==> src/smwc_defs.svh <==
// Constants for the power switch mode, serial and watchdog control
`ifndef SMWC_DEFS_SVH
`define SMWC_DEFS_SVH

// ************************************************************
// Serial frame
// ************************************************************
`define SMWC_FRAME_BITS  4'h8
`define SMWC_BITCNT_MAX  4'hF
`define SMWC_HB_BIT      7
`define SMWC_ADDR_MSB    6
`define SMWC_ADDR_LSB    4

// ************************************************************
// Command addresses and data fields
// ************************************************************
`define SMWC_ADDR_OUT    3'h0
`define SMWC_ADDR_OCL    3'h1
`define SMWC_ADDR_OCH    3'h2
`define SMWC_ADDR_WDC    3'h3
`define SMWC_OUT_ON_BIT  0
`define SMWC_OCL_MSB     2
`define SMWC_OCH_LVL_BIT 0
`define SMWC_OCT_MSB     2
`define SMWC_OCT_LSB     1
`define SMWC_WD_DIS_BIT  3
`define SMWC_WD_SEL_MSB  1

// ************************************************************
// Reset and default values
// ************************************************************
`define SMWC_OCL_DEF     3'h7
`define SMWC_OCH_DEF     1'h1
`define SMWC_OCT_DEF     2'h0

// ************************************************************
// Synchronised pin vector
// ************************************************************
`define SMWC_PIN_N       10
`define SMWC_PIN_IDLE    10'h001
`define SMWC_PIN_CS      0
`define SMWC_PIN_SCLK    1
`define SMWC_PIN_SI      2
`define SMWC_PIN_WAKE    3
`define SMWC_PIN_RSTN    4
`define SMWC_PIN_FSG     5
`define SMWC_PIN_FSON    6
`define SMWC_PIN_VDD     7
`define SMWC_PIN_BATT    8
`define SMWC_PIN_FLT     9

// ************************************************************
// Watchdog timing
// ************************************************************
`define SMWC_REF_PERIOD_NS 50
`define SMWC_OSC_PERIOD_NS 1000
`define SMWC_WD_BASE_TICKS 10000
`define SMWC_WD_CNT_W      24
`define SMWC_DIV_W         16

`endif

==> src/smwc_pkg.sv <==
// Types shared by the mode, serial and watchdog control
package smwc_pkg;
   typedef enum logic [1:0] {
      MODE_SLEEP,
      MODE_NORMAL,
      MODE_FAULT,
      MODE_FAILSAFE
   } smwc_mode_e;
endpackage

==> src/smwc_wd_if.sv <==
// Link between the mode controller and its watchdog timer
interface smwc_wd_if #(parameter int SEL_W = 2);
   logic             run;
   logic             restart;
   logic [SEL_W-1:0] period_sel;
   logic             expired;
   modport ctl (output run, output restart, output period_sel, input expired);
   modport tmr (input run, input restart, input period_sel, output expired);
endinterface

==> src/smwc_wdog.sv <==
// Watchdog timer counting internal oscillator ticks
`include "smwc_defs.svh"
module smwc_wdog
   import smwc_pkg::*;
#(
   parameter int OSC_DIV    = `SMWC_OSC_PERIOD_NS / `SMWC_REF_PERIOD_NS,
   parameter int BASE_TICKS = `SMWC_WD_BASE_TICKS
) (
   // Clock and reset
   input  wire logic ref_clk_i,
   input  wire logic rst_i,
   // Controller side
   smwc_wd_if.tmr    wd
);

   logic [`SMWC_DIV_W-1:0]    div_r;
   logic                      osc_tick_r;
   logic [`SMWC_WD_CNT_W-1:0] tick_cnt_r;
   logic                      expired_r;
   logic [`SMWC_WD_CNT_W-1:0] limit_w;

   // Period is the base tick count scaled by a power of two
   assign limit_w = `SMWC_WD_CNT_W'(BASE_TICKS) << wd.period_sel;

   // Oscillator model divided down from the reference clock
   always_ff @(posedge ref_clk_i) begin
      if (rst_i || !wd.run) begin
         div_r      <= '0;
         osc_tick_r <= 1'h0;
      end else if (div_r == `SMWC_DIV_W'(OSC_DIV - 1)) begin
         div_r      <= '0;
         osc_tick_r <= 1'h1;
      end else begin
         div_r      <= div_r + 1'h1;
         osc_tick_r <= 1'h0;
      end
   end

   // Timeout counter; restart wins over a tick in the same cycle
   always_ff @(posedge ref_clk_i) begin
      if (rst_i || !wd.run || wd.restart) begin
         tick_cnt_r <= '0;
         expired_r  <= 1'h0;
      // Compare is at or above so a shorter period chosen mid-count still expires
      end else if (osc_tick_r && (tick_cnt_r >= limit_w - 1'h1)) begin
         tick_cnt_r <= '0;
         expired_r  <= 1'h1;
      end else begin
         if (osc_tick_r) begin
            tick_cnt_r <= tick_cnt_r + 1'h1;
         end
         expired_r <= 1'h0;
      end
   end

   assign wd.expired = expired_r;

endmodule

==> src/smwc_ctrl.sv <==
// Top of the power switch serial command, mode and watchdog control
`include "smwc_defs.svh"

module smwc_ctrl
   import smwc_pkg::*;
#(
   parameter int OSC_DIV       = `SMWC_OSC_PERIOD_NS / `SMWC_REF_PERIOD_NS,
   parameter int WD_BASE_TICKS = `SMWC_WD_BASE_TICKS
) (
   // Clock and reset
   input  wire logic       ref_clk_i,
   input  wire logic       rst_i,
   // Serial command link
   input  wire logic       cs_n_i,
   input  wire logic       sclk_i,
   input  wire logic       si_i,
   output logic            so_o,
   output logic            so_oe_o,
   // Mode pins and supply status
   input  wire logic       wake_i,
   input  wire logic       reset_n_i,
   input  wire logic       failsafe_select_gnd_i,
   input  wire logic       failsafe_select_on_i,
   input  wire logic       vdd_ok_i,
   input  wire logic       battery_supply_ok_i,
   input  wire logic       fault_detect_i,
   // Load and fault flag
   output logic            load_output_o,
   output logic            fault_flag_pin_o,
   output logic            fault_flag_pin_oe_o,
   // Status and configuration
   output logic [1:0]      mode_o,
   output logic            timeout_flag_o,
   output logic            wd_running_o,
   output logic [2:0]      overcurrent_low_level_o,
   output logic            overcurrent_high_level_o,
   output logic [1:0]      overcurrent_low_timing_o,
   output logic [1:0]      wd_period_sel_o
);

   // ************************************************************
   // Declarations
   // ************************************************************
   localparam logic [`SMWC_PIN_N-1:0] PIN_IDLE = `SMWC_PIN_IDLE;

   logic [`SMWC_PIN_N-1:0] pin_raw;
   logic [`SMWC_PIN_N-1:0] pin_meta_r;
   logic [`SMWC_PIN_N-1:0] pin_sync_r;
   logic [`SMWC_PIN_N-1:0] pin_dly_r;
   logic                   cs_n_s;
   logic                   sclk_s;
   logic                   si_s;
   logic                   wake_s;
   logic                   reset_n_s;
   logic                   fsg_s;
   logic                   fson_s;
   logic                   vdd_s;
   logic                   batt_s;
   logic                   flt_s;
   logic                   sclk_rise;
   logic                   cs_fall;
   logic                   cs_rise;
   logic                   wake_rise;
   logic                   rstn_rise;
   logic                   both_fall;
   logic                   sleep_pins;
   logic                   fault_any;
   logic [7:0]             shift_r;
   logic [3:0]             bit_cnt_r;
   logic                   so_r;
   logic                   so_oe_r;
   logic                   frame_done;
   logic [7:0]             reply_w;
   logic                   hb_prev_r;
   logic                   hb_restart_r;
   logic                   out_on_r;
   logic [2:0]             ocl_r;
   logic                   och_r;
   logic [1:0]             oct_r;
   logic                   wd_dis_r;
   logic [1:0]             wd_sel_r;
   logic                   clear_cfg;
   logic                   flt_seen_r;
   logic                   armed_r;
   logic                   wd_run_r;
   logic                   fs_latch_r;
   logic                   fs_enter;
   smwc_mode_e             mode_r;
   smwc_mode_e             mode_nxt;
   logic                   load_r;
   logic                   ffp_oe_r;
   logic                   ffp_r;
   logic                   timeout_r;

   smwc_wd_if #(.SEL_W(2)) wd_if ();

   // True when a completed frame writes the given address
   function automatic logic is_write(input logic done, input logic [7:0] cmd,
                                     input logic [2:0] addr);
      is_write = done && (cmd[`SMWC_ADDR_MSB:`SMWC_ADDR_LSB] == addr);
   endfunction

   // ************************************************************
   // Pin synchronisers
   // ************************************************************
   assign pin_raw = {fault_detect_i, battery_supply_ok_i, vdd_ok_i,
                     failsafe_select_on_i, failsafe_select_gnd_i, reset_n_i,
                     wake_i, si_i, sclk_i, cs_n_i};

   // Three flops per pin; the delayed copy reads only the second stage
   generate
      for (genvar g = 0; g < `SMWC_PIN_N; g++) begin : g_sync
         always_ff @(posedge ref_clk_i) begin
            if (rst_i) begin
               pin_meta_r[g] <= PIN_IDLE[g];
               pin_sync_r[g] <= PIN_IDLE[g];
               pin_dly_r[g]  <= PIN_IDLE[g];
            end else begin
               pin_meta_r[g] <= pin_raw[g];
               pin_sync_r[g] <= pin_meta_r[g];
               pin_dly_r[g]  <= pin_sync_r[g];
            end
         end
      end
   endgenerate

   // Named views of the synchronised pins
   assign cs_n_s    = pin_sync_r[`SMWC_PIN_CS];
   assign sclk_s    = pin_sync_r[`SMWC_PIN_SCLK];
   assign si_s      = pin_sync_r[`SMWC_PIN_SI];
   assign wake_s    = pin_sync_r[`SMWC_PIN_WAKE];
   assign reset_n_s = pin_sync_r[`SMWC_PIN_RSTN];
   assign fsg_s     = pin_sync_r[`SMWC_PIN_FSG];
   assign fson_s    = pin_sync_r[`SMWC_PIN_FSON];
   assign vdd_s     = pin_sync_r[`SMWC_PIN_VDD];
   assign batt_s    = pin_sync_r[`SMWC_PIN_BATT];
   assign flt_s     = pin_sync_r[`SMWC_PIN_FLT];

   // Edge events on the synchronised pins
   assign sclk_rise  = sclk_s & ~pin_dly_r[`SMWC_PIN_SCLK];
   assign cs_fall    = ~cs_n_s & pin_dly_r[`SMWC_PIN_CS];
   assign cs_rise    = cs_n_s & ~pin_dly_r[`SMWC_PIN_CS];
   assign wake_rise  = wake_s & ~pin_dly_r[`SMWC_PIN_WAKE];
   assign rstn_rise  = reset_n_s & ~pin_dly_r[`SMWC_PIN_RSTN];
   // Both must drop in the same sample to count as together
   assign both_fall  = pin_dly_r[`SMWC_PIN_WAKE] & pin_dly_r[`SMWC_PIN_RSTN]
                       & ~wake_s & ~reset_n_s;
   assign sleep_pins = ~wake_s & ~reset_n_s;
   // Low battery is treated as a fault
   assign fault_any  = flt_s | ~batt_s;

   // ************************************************************
   // Serial shifter
   // ************************************************************
   // Reply loaded at select: mode, fault seen, select state, timer config
   assign reply_w = {mode_r, flt_seen_r, fsg_s, hb_prev_r, timeout_r, wd_sel_r};

   always_ff @(posedge ref_clk_i) begin
      if (rst_i || !vdd_s) begin
         shift_r   <= '0;
         bit_cnt_r <= '0;
      end else if (cs_fall) begin
         shift_r   <= reply_w;
         bit_cnt_r <= '0;
      end else if (!cs_n_s && sclk_rise) begin
         shift_r <= {shift_r[6:0], si_s};
         if (bit_cnt_r != `SMWC_BITCNT_MAX) begin
            bit_cnt_r <= bit_cnt_r + 1'h1;
         end
      end
   end

   // incoming bits pass out behind the reply
   always_ff @(posedge ref_clk_i) begin
      if (rst_i || !vdd_s) begin
         so_r    <= 1'h0;
         so_oe_r <= 1'h0;
      end else begin
         so_oe_r <= ~cs_n_s;
         if (cs_fall) begin
            so_r <= reply_w[7];
         end else if (!cs_n_s && sclk_rise) begin
            so_r <= shift_r[6];
         end
      end
   end

   // commit on deselect; longer chains keep the last eight bits
   assign frame_done = cs_rise && vdd_s && (bit_cnt_r >= `SMWC_FRAME_BITS);

   always_ff @(posedge ref_clk_i) begin
      if (rst_i) begin
         hb_prev_r    <= 1'h0;
         hb_restart_r <= 1'h0;
      end else begin
         hb_restart_r <= frame_done && (shift_r[`SMWC_HB_BIT] != hb_prev_r);
         if (frame_done) begin
            hb_prev_r <= shift_r[`SMWC_HB_BIT];
         end
      end
   end

   // ************************************************************
   // Configuration registers
   // ************************************************************
   // supply loss clears
   assign clear_cfg = !vdd_s || !reset_n_s || (mode_r == MODE_SLEEP);

   // load command and watchdog setup over the serial link
   always_ff @(posedge ref_clk_i) begin
      if (rst_i || clear_cfg) begin
         out_on_r <= 1'h0;
         wd_dis_r <= 1'h0;
         wd_sel_r <= 2'h0;
      end else begin
         if (is_write(frame_done, shift_r, `SMWC_ADDR_OUT)) begin
            out_on_r <= shift_r[`SMWC_OUT_ON_BIT];
         end
         if (is_write(frame_done, shift_r, `SMWC_ADDR_WDC)) begin
            wd_dis_r <= shift_r[`SMWC_WD_DIS_BIT];
            wd_sel_r <= shift_r[`SMWC_WD_SEL_MSB:0];
         end
      end
   end

   // overcurrent settings back to defaults on fail-safe entry
   always_ff @(posedge ref_clk_i) begin
      if (rst_i || clear_cfg || fs_enter) begin
         ocl_r <= `SMWC_OCL_DEF;
         och_r <= `SMWC_OCH_DEF;
         oct_r <= `SMWC_OCT_DEF;
      end else begin
         if (is_write(frame_done, shift_r, `SMWC_ADDR_OCL)) begin
            ocl_r <= shift_r[`SMWC_OCL_MSB:0];
         end
         if (is_write(frame_done, shift_r, `SMWC_ADDR_OCH)) begin
            och_r <= shift_r[`SMWC_OCH_LVL_BIT];
            oct_r <= shift_r[`SMWC_OCT_MSB:`SMWC_OCT_LSB];
         end
      end
   end

   // Sticky fault seen; a read clears it but a new fault wins
   always_ff @(posedge ref_clk_i) begin
      if (rst_i || !reset_n_s || !vdd_s) begin
         flt_seen_r <= 1'h0;
      end else if (fault_any) begin
         flt_seen_r <= 1'h1;
      end else if (frame_done) begin
         flt_seen_r <= 1'h0;
      end
   end

   // ************************************************************
   // Watchdog control
   // ************************************************************
   // arm on wake or reset rise
   always_ff @(posedge ref_clk_i) begin
      if (rst_i || fsg_s || sleep_pins || fs_latch_r) begin
         armed_r <= 1'h0;
      end else if (wake_rise || rstn_rise) begin
         armed_r <= 1'h1;
      end
   end

   always_ff @(posedge ref_clk_i) begin
      if (rst_i) begin
         wd_run_r <= 1'h0;
      end else begin
         wd_run_r <= armed_r & ~wd_dis_r & ~fsg_s & ~fs_latch_r
                     & (wake_s | reset_n_s);
      end
   end

   // period chosen by the timer config register
   assign wd_if.run        = wd_run_r;
   assign wd_if.restart    = hb_restart_r;
   assign wd_if.period_sel = wd_sel_r;

   smwc_wdog #(
      .OSC_DIV    (OSC_DIV),
      .BASE_TICKS (WD_BASE_TICKS)
   ) u_wdog (
      .ref_clk_i (ref_clk_i),
      .rst_i     (rst_i),
      .wd        (wd_if.tmr)
   );

   assign fs_enter = wd_if.expired & wd_run_r & ~fsg_s & ~fs_latch_r;

   // exit on joint fall or grounded select
   // Expiry beats a joint fall seen in the same cycle
   always_ff @(posedge ref_clk_i) begin
      if (rst_i || fsg_s) begin
         fs_latch_r <= 1'h0;
      end else if (fs_enter) begin
         fs_latch_r <= 1'h1;
      end else if (both_fall) begin
         fs_latch_r <= 1'h0;
      end
   end

   // ************************************************************
   // Operating mode
   // ************************************************************
   // four modes, sleep when both inputs low unless fail-safe is latched
   // normal needs reset high and no fault
   always_comb begin
      if (fs_latch_r) begin
         mode_nxt = MODE_FAILSAFE;
      end else if (sleep_pins) begin
         mode_nxt = MODE_SLEEP;
      end else if (fault_any) begin
         mode_nxt = MODE_FAULT;
      end else if (reset_n_s) begin
         mode_nxt = MODE_NORMAL;
      end else begin
         mode_nxt = MODE_SLEEP;
      end
   end

   // Mode, load and flag registered together so outputs stay aligned
   always_ff @(posedge ref_clk_i) begin
      if (rst_i) begin
         mode_r    <= MODE_SLEEP;
         load_r    <= 1'h0;
         ffp_oe_r  <= 1'h0;
         ffp_r     <= 1'h0;
         timeout_r <= 1'h0;
      end else begin
         mode_r    <= mode_nxt;
         ffp_r     <= 1'h0;
         // open drain, enable means pulling low
         ffp_oe_r  <= (mode_nxt == MODE_FAULT);
         timeout_r <= (mode_nxt == MODE_FAILSAFE);
         unique case (mode_nxt)
            MODE_SLEEP:    load_r <= 1'h0;
            MODE_NORMAL:   load_r <= out_on_r & ~clear_cfg;
            MODE_FAULT:    load_r <= 1'h0;
            MODE_FAILSAFE: load_r <= fson_s;
         endcase
      end
   end

   // ************************************************************
   // Outputs
   // ************************************************************
   assign so_o                     = so_r;
   assign so_oe_o                  = so_oe_r;
   assign load_output_o            = load_r;
   assign fault_flag_pin_o         = ffp_r;
   assign fault_flag_pin_oe_o      = ffp_oe_r;
   assign mode_o                   = mode_r;
   assign timeout_flag_o           = timeout_r;
   assign wd_running_o             = wd_run_r;
   assign overcurrent_low_level_o  = ocl_r;
   assign overcurrent_high_level_o = och_r;
   assign overcurrent_low_timing_o = oct_r;
   assign wd_period_sel_o          = wd_sel_r;

endmodule

==> config.mk <==
export PLATFORM = sky130hd
export DESIGN_NAME = smwc_ctrl
export DESIGN_NICKNAME = d
export VERILOG_FILES = /design/src/smwc_pkg.sv /design/src/smwc_wd_if.sv /design/src/smwc_wdog.sv /design/src/smwc_ctrl.sv
export VERILOG_INCLUDE_DIRS = /design/src
export SDC_FILE = /design/constraint.sdc
export NUM_CORES = 1
export LEC_CHECK = 0
export ABC_AREA = 0
export BUFFER_PORTS_ARGS = -buffer_cell sky130_fd_sc_hd__buf_2
export CAP_MARGIN = 20
export CORE_ASPECT_RATIO = 0.9
export CORE_MARGIN = 2
export CORE_UTILIZATION = 30
export CTS_CLUSTER_DIAMETER = 200
export DETAILED_ROUTE_END_ITERATION = 7
export GPL_ROUTABILITY_DRIVEN = 1
export PLACE_DENSITY = 0.44
export SYNTH_ARGS = -nofsm -noshare
export SYNTH_HDL_FRONTEND = slang
export SYNTH_SLANG_ARGS = --single-unit
export TNS_END_PERCENT = 100
==> constraint.sdc <==
create_clock -name ref_clk_i -period 5.3 [get_ports ref_clk_i]
set_input_delay 0.53 -clock ref_clk_i [delete_from_list [all_inputs] [get_ports ref_clk_i]]
set_output_delay 0.53 -clock ref_clk_i [all_outputs]
set_load 0.02 [all_outputs]
==> impl_metrics.json <==
{
  "status": "finished clean",
  "slowest_delay_ns": 0.50,
  "final_cell_mix": "dfxtp_1, nor2_1, nand2_1",
  "syn_nets": 497,
  "yosysWarnings": 0,
  "p_clk_frac": 0.446,
  "power_switching_mw": 0.324,
  "layout_commonest_cell": "dfxtp_1",
  "period_share": 0.485,
  "core.rowCount": 41,
  "cts_tree": "yes",
  "layout-drive-gt1-share": 0.115,
  "vias": 3062,
  "wirelength_um": 8480,
  "synth-edff-count": 0,
  "io-pin-count": 29,
  "fin_worst_skew_ns": 0.00698,
  "antenna_left": 0,
  "worst_pin_slew_ns": 0.947,
  "die_width_um": 130,
  "cts_sinks": 100,
  "start_util": 0.306,
  "drt-initial-drc-count": 116,
  "post_cts_resized": 0,
  "p_leak_nw": 1.76,
  "ir_drop_mv": 0.177,
  "path_common_cell": "ha_1",
  "syn_to_final_growth_pct": 13.9,
  "ys_types": 45,
  "fmax_mhz": 389,
  "clock_latency_ns": 0.34,
  "antenna_found_initial": 0,
  "rsz0062_at_grt": "false",
  "power_density_nw_per_um2": 293,
  "power.internal_mw": 1.10,
  "hp-class": "in -> reg",
  "cts_hold_buf": 0,
  "synth_top_family_by_area": "simple AND/OR/NAND/NOR gates",
  "synth-compound-area-share": 0.0548,
  "place_congestion": 0.755,
  "pwr-share-comb": 0.018,
  "grt_overflow": 0,
  "fin_nets": 520,
  "grt_pass1_wl_um": 14300,
  "grt_pass1_vias": 2882,
  "synthAdderAreaFrac": 0.0703,
  "synth_mux_area_frac": 0.0305,
  "p_sw_frac": 0.227,
  "seqPwrFrac": 0.536,
  "fin_crit_ns": 2.57,
  "portBuffers": 27,
  "remaining_drc_errors": 0,
  "track_usage": 0.121,
  "clock_path_buffers": 2,
  "ys_seq_elements": 100,
  "cp_top_family": "simple AND/OR/NAND/NOR gates",
  "antennaDiodeCount": 0,
  "first_pass_iters": 4,
  "dieArea_um2": 15200,
  "detail_route.wl_per_cell_um": 12.4,
  "stdcell_count": 682,
  "cts-root-buf": "clkbuf_16",
  "cts_max_level": 3,
  "synthCells": 461,
  "setup_viol": 0,
  "ys.flop_type": "dfxtp_1",
  "ys_seq_area_frac": 0.469,
  "fp.dieH_um": 117,
  "cp-end-kind": "flop",
  "maxCapViolations": 0,
  "finalMaxSlewViolations": 0,
  "worstSetupStartpointType": "flop",
  "relSlewSlack": 0.367,
  "fin_ws_ns": 2.73,
  "cp_num_buf_inv": 1,
  "synthArstFlopShare": 0,
  "viasPerCell": 4.49,
  "place_ws_ns": 2.74,
  "critPathMaxFanout": 24,
  "yosys.area_share.simple": 0.260,
  "synth_xor_area_frac": 0.0841,
  "yosys.area.top_type": "dfxtp_1",
  "clkSlewWorstSetupHoldPaths_ns": 0.07,
  "netlist_area_um2": 4270,
  "crit_chain": "inv_1 > ha_1 > ha_1 > nand3_1 > nor3_1 > o311ai_1 > nand4_4 > nor2b_1",
  "postCtsSetupBuffers": 0,
  "required_ns": 5.57,
  "dp_hpwl_um": 6030,
  "whs_ns": 0.364,
  "grt_max_degree": 37,
  "tns_ns": 0,
  "cp_slowest_cell": "dfxtp_1",
  "hold_viol": 0,
  "syn_avg_cell_area_um2": 9.26,
  "dp_cells": 666,
  "synth_area_leaders": "dfxtp_1, ha_1, nor2_1",
  "power_mw": 1.43,
  "critPathKind": "reg -> reg",
  "fp.coreArea_um2": 14000,
  "netlist.area_leader.share": 0.469,
  "cp.arrival_ns": 2.84,
  "cts_buffers": 9
}
==> power groups by stage <==
| stage | Sequential, mW | Combinational, mW | Clock (mW) |
|---|---|---|---|
| 2_1_floorplan | 0.782 | 0.0183 | 0 |
| 3_3_place_gp | 0.782 | 0.0260 | 0 |
| 3_5_place_dp | 0.782 | 0.0260 | 0 |
| 4_1_cts | 0.764 | 0.0261 | 0.668 |
| 5_1_grt | 0.766 | 0.0293 | 0.692 |
| 6_report | 0.765 | 0.0257 | 0.635 |
==> cells in the mapped netlist, types with 3 or more instances <==
master,number
clkbuf_1,11
nand2b_1,4
a311oi_1,8
nor3_1,10
ha_1,24
inv_1,14
xnor2_1,16
dfxtp_1,100
nand3_1,18
or2_2,5
a31oi_1,3
and3_1,4
xor2_1,25
a21oi_1,10
mux2i_1,13
nor2b_1,27
nand4_1,15
nor2_1,77
nor4_1,5
nand2_1,41
==> cells by family after synthesis <==
| logic type | after synthesis |
|---|---|
| simple gates | 221 |
| buf+inv | 29 |
| compound gates | 31 |
| fa+ha+maj | 24 |
| xor+xnor | 41 |
| mux | 13 |
| other cells | 2 |
| flops | 100 |
==> worst paths after layout <==
path | from | to | slack [ns] | cells after the start
worst max-delay path | wd_period_sel_o[1] | u_wdog.tick_cnt_r[15] | 2.73 | 8
worst min-delay path | cs_n_i | pin_meta_r[0] | 0.36 | 2
worst max register to register | wd_period_sel_o[1] | u_wdog.tick_cnt_r[15] | 2.73 | 8
worst min register to register | pin_meta_r[0] | cs_n_s | 0.41 | 1
==> flip-flops by register name, summed over array words and instances (netlist names), 3 cells and up <==
register and count:
bit_cnt_r 4, u_wdog.div_r 16, overcurrent_low_level_o 3, u_wdog.tick_cnt_r 24, pin_dly_r 4, pin_meta_r 10, shift_r 8
==> routing by layer <==
layer / GRT usage / part of all wire / wire length, um
met2: 0.176 / 0.41 / 3480
met4: 0.0509 / 0.016 / 137
met3: 0.0286 / 0.034 / 286
met5: 0 / 0 / 0
met1: 0.172 / 0.54 / 4570
==> per-stage QoR <==
step	area, um^2	util
after floorplan	4270	-
after global placement	4570	0.328
after detailed placement	4570	0.328
after CTS	4860	0.349
after global routing	4860	0.349
final	4860	0.349
==> area by class of cell <==
class	count	area, um^2
Clock buffer	9	225
Clock inverter	7	67.6
Fill cell	1489	9090
Inverter	14	52.6
Multi-Input combinational cell	332	2140
Sequential cell	100	2000
Tap cell	193	241
Timing Repair Buffer	27	135
Note: power is estimated with default switching activity, not from simulation.
